File: src/core/msb_pkg.sv
// Purpose: Shared constants for the special function register bank and its processor-side driver
// Assumes: 8-bit register bus, one clock domain
// Notes:   Offsets are bus addresses of the bank; host offsets are its own command port
package msb_pkg;
   // Bank register offsets
   localparam logic [7:0] EEPROM_DATA_OFS = 8'h9E;
   localparam logic [7:0] EEPROM_CMD_OFS  = 8'h9F;
   localparam logic [7:0] FLASH_CTRL_OFS  = 8'hB2;
   localparam logic [7:0] ERASE_CMD_OFS   = 8'hB6;
   localparam logic [7:0] ERASE_PAGE_OFS  = 8'hB7;
   localparam logic [7:0] MP_FLAGS_OFS    = 8'hE8;
   localparam logic [7:0] IRQ_LEVELS_OFS  = 8'hF8;

   // Erase command patterns
   localparam logic [7:0] ERASE_PAGE_CMD = 8'h55;
   localparam logic [7:0] ERASE_MASS_CMD = 8'hAA;

   // Flash control fields
   localparam int FC_PWE_BIT     = 0;
   localparam int FC_MEEN_BIT    = 1;
   localparam int FC_SECURE_BIT  = 6;
   localparam int FC_PREBOOT_BIT = 7;

   // Multi-purpose flag fields
   localparam int MPF_XFER_BIT = 0;
   localparam int MPF_TICK_BIT = 1;
   localparam int MPF_COUNT    = 2;

   // Reset values
   localparam logic [7:0]  BYTE_RST       = 8'h00;
   localparam logic [7:0]  ERASE_PAGE_RST = 8'h00;
   localparam logic [15:0] WORD_RST       = 16'h0000;

   // Widths
   localparam int PAGE_NUM_W = 7;
   localparam int IRQ_IN_W   = 7;

   // Host command port offsets
   localparam logic [3:0] H_ADDR_OFS   = 4'h0;
   localparam logic [3:0] H_DATA_OFS   = 4'h1;
   localparam logic [3:0] H_CTRL_OFS   = 4'h2;
   localparam logic [3:0] H_INTEN_OFS  = 4'h3;
   localparam logic [3:0] H_DPLO_OFS   = 4'h4;
   localparam logic [3:0] H_DPHI_OFS   = 4'h5;
   localparam logic [3:0] H_RDBACK_OFS = 4'h6;
   localparam logic [3:0] H_STATUS_OFS = 4'h7;
   localparam logic [3:0] H_MASK_OFS   = 4'h8;

   // Host control and status fields
   localparam int HC_WRITE_BIT = 0;
   localparam int HC_READ_BIT  = 1;
   localparam int HC_MOVX_BIT  = 2;
   localparam int HS_RDONE_BIT = 0;
   localparam int HS_FLAG_BIT  = 1;
   localparam int HS_COUNT     = 2;
endpackage : msb_pkg

File: src/core/msb_sfr_if.sv
// Purpose: Special function bus between processor side and register bank
// Assumes: Single clock, all signals driven from flip-flops
// Notes:   Read data stands in the cycle after the read strobe
`timescale 1ns/10ps
interface msb_sfr_if;
   logic [7:0]  sfrAddr;
   logic [7:0]  sfrWdata;
   logic        sfrWr;
   logic        sfrRd;
   logic [7:0]  sfrRdata;
   logic        cpuIntEnable;
   logic        movxWr;
   logic [15:0] movxAddr;
   logic [7:0]  movxData;
   logic        flagIrq;

   modport cpu (
      output sfrAddr, sfrWdata, sfrWr, sfrRd, cpuIntEnable, movxWr, movxAddr, movxData,
      input  sfrRdata, flagIrq
   );
   modport bank (
      input  sfrAddr, sfrWdata, sfrWr, sfrRd, cpuIntEnable, movxWr, movxAddr, movxData,
      output sfrRdata, flagIrq
   );
endinterface : msb_sfr_if

File: src/core/msb_sticky_flag.sv
// Purpose: One hardware-set, software-cleared flag
// Assumes: Set and clear are single-cycle terms on sys_clk
// Notes:   Set beats clear so no event is lost
`timescale 1ns/10ps
module msb_sticky_flag (
   input  wire logic sys_clk,
   input  wire logic rst_n,
   input  wire logic ce,
   input  wire logic setPulse,
   input  wire logic clearReq,
   output logic      flag
);
   typedef struct packed {
      logic flag;
   } msb_flag_st_t;

   msb_flag_st_t st;
   msb_flag_st_t next_st;

   always_comb begin
      next_st = st;
      if (clearReq) begin
         next_st.flag = 1'b0;
      end
      // Set wins over a clear in the same cycle
      if (setPulse) begin
         next_st.flag = 1'b1;
      end
   end

   always_ff @(posedge sys_clk or negedge rst_n) begin
      if (!rst_n) begin
         st <= '0;
      end else if (ce) begin
         st <= next_st;
      end
   end

   assign flag = st.flag;
endmodule : msb_sticky_flag

File: src/core/msb_sfr_bank.sv
// Purpose: Device-specific special function register bank
// Assumes: Processor strobes are single-cycle; event inputs come from logic on sys_clk
// Notes:   Interrupt levels and debug enable are pins and are synchronised first
//
// Design decision made here: strobed register access.
`timescale 1ns/10ps
module msb_sfr_bank #(
   parameter logic [7:0] EEPROM_TX_CODE = 8'h01
) (
   input  wire logic                         sys_clk,
   input  wire logic                         rst_n,
   input  wire logic                         ce,
   msb_sfr_if.bank                           bus,
   input  wire logic                         debugPortEn,
   input  wire logic                         prebootActive,
   input  wire logic                         transferBusyEvent,
   input  wire logic                         slowPeriodicEvent,
   input  wire logic [msb_pkg::IRQ_IN_W-1:0] externalIrqInputs,
   output logic                              pageEraseStart,
   output logic [msb_pkg::PAGE_NUM_W-1:0]    erasePageNumber,
   output logic                              massEraseStart,
   output logic                              eepromTxStart,
   output logic [7:0]                        eepromDataByte,
   output logic [7:0]                        eepromCommand,
   output logic                              flashProgWrite,
   output logic                              xramWrite,
   output logic [15:0]                       memAddr,
   output logic [7:0]                        memData,
   output logic                              secureLock,
   output logic [msb_pkg::MPF_COUNT-1:0]     multiPurposeFlags
);
   localparam int SYNC_W = msb_pkg::IRQ_IN_W + 1;

   typedef struct packed {
      logic [7:0]        rdata;
      logic [7:0]        eeprom_data_byte;
      logic [7:0]        eeCmd;
      logic [7:0]        pageNum;
      logic              pageArmed;
      logic              pwe;
      logic              meen;
      logic              secure;
      logic              pageStart;
      logic              massStart;
      logic              txStart;
      logic              progWr;
      logic              xramWr;
      logic [15:0]       addr;
      logic [7:0]        data;
      logic [SYNC_W-1:0] sync1;
      logic [SYNC_W-1:0] sync2;
      logic              flagIrq;
   } msb_bank_st_t;

   msb_bank_st_t st;
   msb_bank_st_t next_st;

   logic [msb_pkg::MPF_COUNT-1:0] flagSet;
   logic [msb_pkg::MPF_COUNT-1:0] flagClr;
   logic                          wrFlags;
   logic                          irqEnSync;
   logic [msb_pkg::IRQ_IN_W-1:0]  irqLevels;

   assign wrFlags   = bus.sfrWr && (bus.sfrAddr == msb_pkg::MP_FLAGS_OFS);
   assign irqEnSync = st.sync2[msb_pkg::IRQ_IN_W];
   assign irqLevels = st.sync2[msb_pkg::IRQ_IN_W-1:0];

   always_comb begin
      flagSet = '0;
      flagSet[msb_pkg::MPF_XFER_BIT] = transferBusyEvent;
      flagSet[msb_pkg::MPF_TICK_BIT] = slowPeriodicEvent;
   end

   // Whole-byte write: a zero clears, a one leaves the bit alone
   genvar gi;
   generate
      for (gi = 0; gi < msb_pkg::MPF_COUNT; gi++) begin : g_flag
         assign flagClr[gi] = wrFlags && !bus.sfrWdata[gi];
         msb_sticky_flag u_flag (
            .sys_clk  (sys_clk),
            .rst_n    (rst_n),
            .ce       (ce),
            .setPulse (flagSet[gi]),
            .clearReq (flagClr[gi]),
            .flag     (multiPurposeFlags[gi])
         );
      end
   endgenerate

   always_comb begin
      next_st = st;
      next_st.pageStart = 1'b0;
      next_st.massStart = 1'b0;
      next_st.txStart   = 1'b0;
      next_st.progWr    = 1'b0;
      next_st.xramWr    = 1'b0;
      // Pins pass two flops before anyone looks at them
      next_st.sync1 = {debugPortEn, externalIrqInputs};
      next_st.sync2 = st.sync1;
      next_st.flagIrq = |multiPurposeFlags;

      // External data move: flash when enabled, else external RAM
      if (bus.movxWr) begin
         next_st.addr = bus.movxAddr;
         next_st.data = bus.movxData;
         if (st.pwe) begin
            next_st.progWr = 1'b1;
            next_st.pwe    = 1'b0;
         end else begin
            next_st.xramWr = 1'b1;
         end
      end

      if (bus.sfrWr) begin
         case (bus.sfrAddr)
            msb_pkg::EEPROM_DATA_OFS: begin
               next_st.eeprom_data_byte = bus.sfrWdata;
            end
            msb_pkg::EEPROM_CMD_OFS: begin
               next_st.eeCmd = bus.sfrWdata;
               // Data byte must already be loaded; only the command write launches
               if (bus.sfrWdata == EEPROM_TX_CODE) begin
                  next_st.txStart = 1'b1;
               end
            end
            msb_pkg::FLASH_CTRL_OFS: begin
               // Interrupts must be off so an ISR cannot hijack a flash write
               if (!bus.cpuIntEnable) begin
                  next_st.pwe = bus.sfrWdata[msb_pkg::FC_PWE_BIT];
               end
               next_st.meen = bus.sfrWdata[msb_pkg::FC_MEEN_BIT];
               if (bus.sfrWdata[msb_pkg::FC_SECURE_BIT]) begin
                  next_st.secure = 1'b1;
               end
            end
            msb_pkg::ERASE_PAGE_OFS: begin
               next_st.pageNum   = bus.sfrWdata;
               next_st.pageArmed = 1'b1;
            end
            msb_pkg::ERASE_CMD_OFS: begin
               if (bus.sfrWdata == msb_pkg::ERASE_PAGE_CMD && st.pageArmed) begin
                  next_st.pageStart = 1'b1;
                  next_st.pageArmed = 1'b0;
               end else if (bus.sfrWdata == msb_pkg::ERASE_MASS_CMD && st.meen && irqEnSync) begin
                  next_st.massStart = 1'b1;
                  next_st.meen      = 1'b0;
               end
               // Any other pattern starts nothing
            end
            default: begin
            end
         endcase
      end

      // Read data valid in the cycle after the strobe only
      next_st.rdata = msb_pkg::BYTE_RST;
      if (bus.sfrRd) begin
         case (bus.sfrAddr)
            msb_pkg::EEPROM_DATA_OFS: begin
               next_st.rdata = st.eeprom_data_byte;
            end
            msb_pkg::EEPROM_CMD_OFS: begin
               next_st.rdata = st.eeCmd;
            end
            msb_pkg::FLASH_CTRL_OFS: begin
               next_st.rdata[msb_pkg::FC_PWE_BIT]     = st.pwe;
               next_st.rdata[msb_pkg::FC_MEEN_BIT]    = st.meen;
               next_st.rdata[msb_pkg::FC_SECURE_BIT]  = st.secure;
               next_st.rdata[msb_pkg::FC_PREBOOT_BIT] = prebootActive;
            end
            msb_pkg::ERASE_PAGE_OFS: begin
               next_st.rdata = st.pageNum;
            end
            msb_pkg::MP_FLAGS_OFS: begin
               next_st.rdata[msb_pkg::MPF_COUNT-1:0] = multiPurposeFlags;
            end
            msb_pkg::IRQ_LEVELS_OFS: begin
               // No latch: live synchronised levels only
               next_st.rdata[msb_pkg::IRQ_IN_W-1:0] = irqLevels;
            end
            default: begin
               // Unmapped and write-only addresses read zero
               next_st.rdata = msb_pkg::BYTE_RST;
            end
         endcase
      end
   end

   always_ff @(posedge sys_clk or negedge rst_n) begin
      if (!rst_n) begin
         st         <= '0;
         st.pageNum <= msb_pkg::ERASE_PAGE_RST;
         st.eeprom_data_byte  <= msb_pkg::BYTE_RST;
         st.eeCmd   <= msb_pkg::BYTE_RST;
         st.addr    <= msb_pkg::WORD_RST;
         st.data    <= msb_pkg::BYTE_RST;
         st.secure  <= 1'b0;
      end else if (ce) begin
         st <= next_st;
      end
   end

   assign bus.sfrRdata    = st.rdata;
   assign bus.flagIrq     = st.flagIrq;
   assign pageEraseStart  = st.pageStart;
   assign erasePageNumber = st.pageNum[msb_pkg::PAGE_NUM_W-1:0];
   assign massEraseStart  = st.massStart;
   assign eepromTxStart   = st.txStart;
   assign eepromDataByte  = st.eeprom_data_byte;
   assign eepromCommand   = st.eeCmd;
   assign flashProgWrite  = st.progWr;
   assign xramWrite       = st.xramWr;
   assign memAddr         = st.addr;
   assign memData         = st.data;
   // Flash and engine RAM readers outside gate on this
   assign secureLock      = st.secure;
endmodule : msb_sfr_bank

File: src/flat_wrapper.sv
// flat-port wrapper written by rule: the top's interface ports become plain ports
module msb_sfr_bank_flat 
#(
   parameter logic [7:0] EEPROM_TX_CODE = 8'h01
)
  (sys_clk, rst_n, ce, debugPortEn, prebootActive, transferBusyEvent, slowPeriodicEvent, externalIrqInputs, pageEraseStart, erasePageNumber, massEraseStart, eepromTxStart, eepromDataByte, eepromCommand, flashProgWrite, xramWrite, memAddr, memData, secureLock, multiPurposeFlags, bus_sfrAddr, bus_sfrWdata, bus_sfrWr, bus_sfrRd, bus_cpuIntEnable, bus_movxWr, bus_movxAddr, bus_movxData, bus_sfrRdata, bus_flagIrq);
  msb_sfr_if bus_i ();
  input  wire logic sys_clk;
  input  wire logic rst_n;
  input  wire logic ce;
  input  wire logic debugPortEn;
  input  wire logic prebootActive;
  input  wire logic transferBusyEvent;
  input  wire logic slowPeriodicEvent;
  input  wire logic [msb_pkg::IRQ_IN_W-1:0] externalIrqInputs;
  output logic pageEraseStart;
  output logic [msb_pkg::PAGE_NUM_W-1:0] erasePageNumber;
  output logic massEraseStart;
  output logic eepromTxStart;
  output logic [7:0] eepromDataByte;
  output logic [7:0] eepromCommand;
  output logic flashProgWrite;
  output logic xramWrite;
  output logic [15:0] memAddr;
  output logic [7:0] memData;
  output logic secureLock;
  output logic [msb_pkg::MPF_COUNT-1:0] multiPurposeFlags;
  input wire logic [$bits(bus_i.sfrAddr)-1:0] bus_sfrAddr;
  input wire logic [$bits(bus_i.sfrWdata)-1:0] bus_sfrWdata;
  input wire logic [$bits(bus_i.sfrWr)-1:0] bus_sfrWr;
  input wire logic [$bits(bus_i.sfrRd)-1:0] bus_sfrRd;
  input wire logic [$bits(bus_i.cpuIntEnable)-1:0] bus_cpuIntEnable;
  input wire logic [$bits(bus_i.movxWr)-1:0] bus_movxWr;
  input wire logic [$bits(bus_i.movxAddr)-1:0] bus_movxAddr;
  input wire logic [$bits(bus_i.movxData)-1:0] bus_movxData;
  output wire logic [$bits(bus_i.sfrRdata)-1:0] bus_sfrRdata;
  output wire logic [$bits(bus_i.flagIrq)-1:0] bus_flagIrq;
  assign bus_i.sfrAddr = bus_sfrAddr;
  assign bus_i.sfrWdata = bus_sfrWdata;
  assign bus_i.sfrWr = bus_sfrWr;
  assign bus_i.sfrRd = bus_sfrRd;
  assign bus_i.cpuIntEnable = bus_cpuIntEnable;
  assign bus_i.movxWr = bus_movxWr;
  assign bus_i.movxAddr = bus_movxAddr;
  assign bus_i.movxData = bus_movxData;
  assign bus_sfrRdata = bus_i.sfrRdata;
  assign bus_flagIrq = bus_i.flagIrq;
  msb_sfr_bank #(.EEPROM_TX_CODE(EEPROM_TX_CODE)) u_core (.sys_clk(sys_clk), .rst_n(rst_n), .ce(ce), .bus(bus_i), .debugPortEn(debugPortEn), .prebootActive(prebootActive), .transferBusyEvent(transferBusyEvent), .slowPeriodicEvent(slowPeriodicEvent), .externalIrqInputs(externalIrqInputs), .pageEraseStart(pageEraseStart), .erasePageNumber(erasePageNumber), .massEraseStart(massEraseStart), .eepromTxStart(eepromTxStart), .eepromDataByte(eepromDataByte), .eepromCommand(eepromCommand), .flashProgWrite(flashProgWrite), .xramWrite(xramWrite), .memAddr(memAddr), .memData(memData), .secureLock(secureLock), .multiPurposeFlags(multiPurposeFlags));
endmodule
File: config.mk
export PLATFORM = sky130hd
export DESIGN_NAME = msb_sfr_bank_flat
export DESIGN_NICKNAME = d
export VERILOG_FILES = /design/src/core/msb_pkg.sv /design/src/core/msb_sfr_if.sv /design/src/core/msb_sticky_flag.sv /design/src/core/msb_sfr_bank.sv /design/src/flat_wrapper.sv
export SDC_FILE = /design/constraint.sdc
export NUM_CORES = 1
export LEC_CHECK = 0
export BUFFER_PORTS_ARGS = -buffer_cell sky130_fd_sc_hd__buf_4
export CORE_ASPECT_RATIO = 1.5
export CORE_MARGIN = 5
export CORE_UTILIZATION = 50
export DETAILED_ROUTE_END_ITERATION = 8
export PLACE_DENSITY = 0.76
export SETUP_SLACK_MARGIN = 0.5
export SLEW_MARGIN = 10
export SYNTH_ARGS = -nofsm -noshare
export SYNTH_HDL_FRONTEND = slang
export SYNTH_SLANG_ARGS = --single-unit
export TNS_END_PERCENT = 10
File: constraint.sdc
create_clock -name sys_clk -period 1.5 [get_ports sys_clk]
set_input_delay 0.075 -clock sys_clk [delete_from_list [all_inputs] [get_ports sys_clk]]
set_output_delay 0.075 -clock sys_clk [all_outputs]
set_load 0.01 [all_outputs]
==> flow_summary.yaml <==
worst_setup_path:
  worstReg2RegStart: "u_core.g_flag[0].u_flag.flag"
  crit_required_ns: 1.71
  r2r-end: "u_core.bus.sfrRdata[0]"
  r2r_setup_slack_ns: 0.27
  slowest_delay_ns: 0.39
  reg2reg_depth: 3
  slowest_stage: "dfrtp_1"
  end_kind: "flip-flop"
  cp-start-kind: "flip-flop"
  crit_type: "flip-flop to flip-flop"
  critical_path.max_fanout: 2
  cp-endpoint: "u_core.bus.sfrRdata[0]"
  crit_chain: "mux2_4 > and4_1 > a221o_1"
  crit_path_start: "u_core.g_flag[0].u_flag.flag"
  arrival_ns: 1.45
yosys:
  yosysUniqueCellTypes: 45
  synthTopCellsByArea: "dfrtp_1, mux2_2, buf_4"
  yosys.area.top_type: "dfrtp_1"
  ys_seq_elements: 84
  syn-mean-instance-area_um2: 12.1
  synth_area_mm2: 0.00411
  synth-edff-count: 0
  yosysWarningCount: 0
  synth_nets: 398
  synth_most_common_cell: "dfrtp_1"
  synth_common_cells: "dfrtp_1, buf_4, mux2_2"
  ys_seq_area_share_pct: 51.1
  ys_dominant_reg_cell: "dfrtp_1"
  async_flop_share_pct: 100
  syn_inst: 340
  synth_top_cell_area_share_pct: 51.1
clocking:
  clkTransAtPathRegs_ns: 0.06
  cts_max_path_buffers: 2
  clock-root-buffer: "clkbuf_16"
  cts_buffers: 9
  clk_latency_ns: 0.33
  htreeDepth: 3
  numClockSinks: 84
  cts_tree: "yes"
timing:
  fmax_mhz: 811
  worst_clock_skew_ns: 0.00319
  tightest_slew_ns: 0.454
  final-hold-violation-count: 0
  setup_viol: 0
  rsz0062_at_grt: "true"
  min_period_ns: 1.23
  slew_viol_final: 0
  max_slew_margin_pct: 69.7
  fin_crit_sh_pct: 82.2
die:
  die_h_um: 121
  start_util_pct: 51.3
  core_mm2: 0.00801
  dieArea_mm2: 0.0102
  die_w_um: 84.0
  row_count: 40
  num_io_pins: 122
place:
  dp.cells: 512
  portBuffers: 121
  hpwl_um: 7410
  gp_congestion: 0.892
outcome:
  outcome: "completed"
cells_and_area:
  nNetsFinal: 518
  synthToLayoutAreaGrowth_pct: 34.8
  stdcell_count: 569
  nFillCells: 599
  fin_util_pct: 69.2
  antenna-diode-count: 0
  drive_gt1_share_pct: 47.8
grt:
  grt_pass1_wl_um: 16800
  grt_use_total_pct: 21.0
  grt_pass1_vias: 3258
  gr-total-overflow: 0
  antenna_found_initial: 0
  grt_start_max_net_pins: 35
min_path:
  min_path_type: "input pin to flip-flop"
  hp-start: "bus_sfrWdata[7]"
routing:
  vias: 3016
  avgViaCountPerCell: 5.30
  drt-total-wl_um: 10300
  ant_nets: 0
  drc: 0
  drtIter0Drc: 140
  drt_pass1_iterations: 4
  drt-wirelength-per-cell_um: 18.0
power_and_ir_drop:
  power_per_cell_area_mw_per_mm2: 991
  p_leak_nw: 2.65
  ir_drop_v: 0.000677
flow_run:
  cap_violations: 0
-- cells in the final DEF, fill, tap and decap left out, types with 3 or more instances in the layout --
cell / count
buf_4: 138
dfrtp_1: 83
mux2_2: 52
dlygate4sd3_1: 40
inv_1: 14
nand2_1: 12
o21ai_0: 11
nor2_1: 9
clkbuf_16: 9
mux2i_1: 8
o22ai_1: 7
a22o_1: 5
nand4b_1: 4
a22oi_1: 4
o2bb2ai_1: 4
and4b_1: 3
nor2b_1: 3
mux2_4: 3
mux2_1: 3
a32o_1: 3
clkbuf_8: 3
-- sequential cells by signal (all words and copies together) (netlist names) --
register	count
u_core.xramWrite	1
u_core.st	4
u_core.irqLevels	7
u_core.pageEraseStart	1
u_core.irqEnSync	1
u_core.eepromTxStart	1
u_core.next_st	8
u_core.secureLock	1
u_core.bus.flagIrq	1
u_core.bus.sfrRdata	8
u_core.g_flag.u_flag.flag	2
u_core.erasePageNumber	7
u_core.memAddr	16
u_core.eepromDataByte	8
u_core.eepromCommand	8
u_core.massEraseStart	1
u_core.flashProgWrite	1
u_core.memData	8
-- worst min-delay path by stage --
stage | to | slack (ns) | depth (start not counted)
3_3_place_gp | u_core.memData[6] | 0.05 | 1
5_1_grt | u_core.eepromDataByte[3] | 0.01 | 2
3_5_place_dp | u_core.memAddr[4] | 0.05 | 1
6_report | u_core.st[57] | 0.01 | 3
4_1_cts | u_core.st[57] | 0.004 | 3
2_1_floorplan | u_core.bus.flagIrq | -0.22 | 0
-- power by group --
part	leakage [nW]	internal, mW	switching (mW)
Combinational	1.48	0.502	0.364
Clock	0.145	1.25	0.831
Sequential	1.03	2.44	0.103
-- critical path, delay by kind of cell, from the launching register on --
family / cells / cell delay [ns]
multiplexers: 1 / 0.27
AND/OR/NAND/NOR: 1 / 0.17
AO/OA/AOI/OAI: 1 / 0.29
flip-flops: 1 / 0.39
-- per-stage QoR --
stage / total power [mW] / cell area, um^2 / worst slack, ns / TNS (ns) / hold slack, ns
3_5_place_dp: 3.36 / 4810 / -0.0217 / -0.0217 / 0.0496
5_1_grt: 5.75 / 5540 / 0.237 / 0 / 0.0110
3_3_place_gp: 3.33 / 4810 / -0.0620 / -0.0620 / 0.0482
2_1_floorplan: 3.06 / 4140 / 0.118 / 0 / -0.221
4_1_cts: 5.53 / 5510 / 0.278 / 0 / 0.00360
6_report: 5.49 / 5540 / 0.267 / 0 / 0.0131
-- logic make-up (layout without fill, tap and decap cells) --
group | count (synthesis) | after routing | synth area share [%]
multiplexers | 66 | 66 | 17.8
AO/OA/AOI/OAI | 49 | 49 | 8.52
AND/OR/NAND/NOR | 56 | 56 | 9.35
flip-flops | 84 | 84 | 51.1
buffers and inverters | 85 | 209 | 13.2
-- layer usage --
| layer | routed length [um] | track usage (%) | part of all wire [%] |
|---|---|---|---|
| met1 | 3970 | 23.7 | 39 |
| met2 | 5450 | 36.4 | 53 |
| met3 | 617 | 6.25 | 6.0 |
| met4 | 228 | 9.15 | 2.2 |
| met5 | 0 | 0 | 0 |
-- layout make-up --
type	count	area, um^2	share of cell area, %
flip-flops and latches	84	2100	38.0
multi-input cells	171	1510	27.2
repair buffers	179	1460	26.3
clock buffers	12	267	4.81
well taps	105	131	2.37
inverters	15	56.3	1.02
clock inverters	3	18.8	0.339
-- timing repair --
action | 4_1_cts | 5_1_grt
hold buffers | 40 | 0
setup buffers | 1 | 1
pin swaps | 3 | 4
hold endpoints to repair | 70 | 0
gates cloned | 0 | 0
endpoints found under the setup margin | 29 | 45
gates resized for setup | 2 | 6
Note: power is estimated with default switching activity, not from simulation.
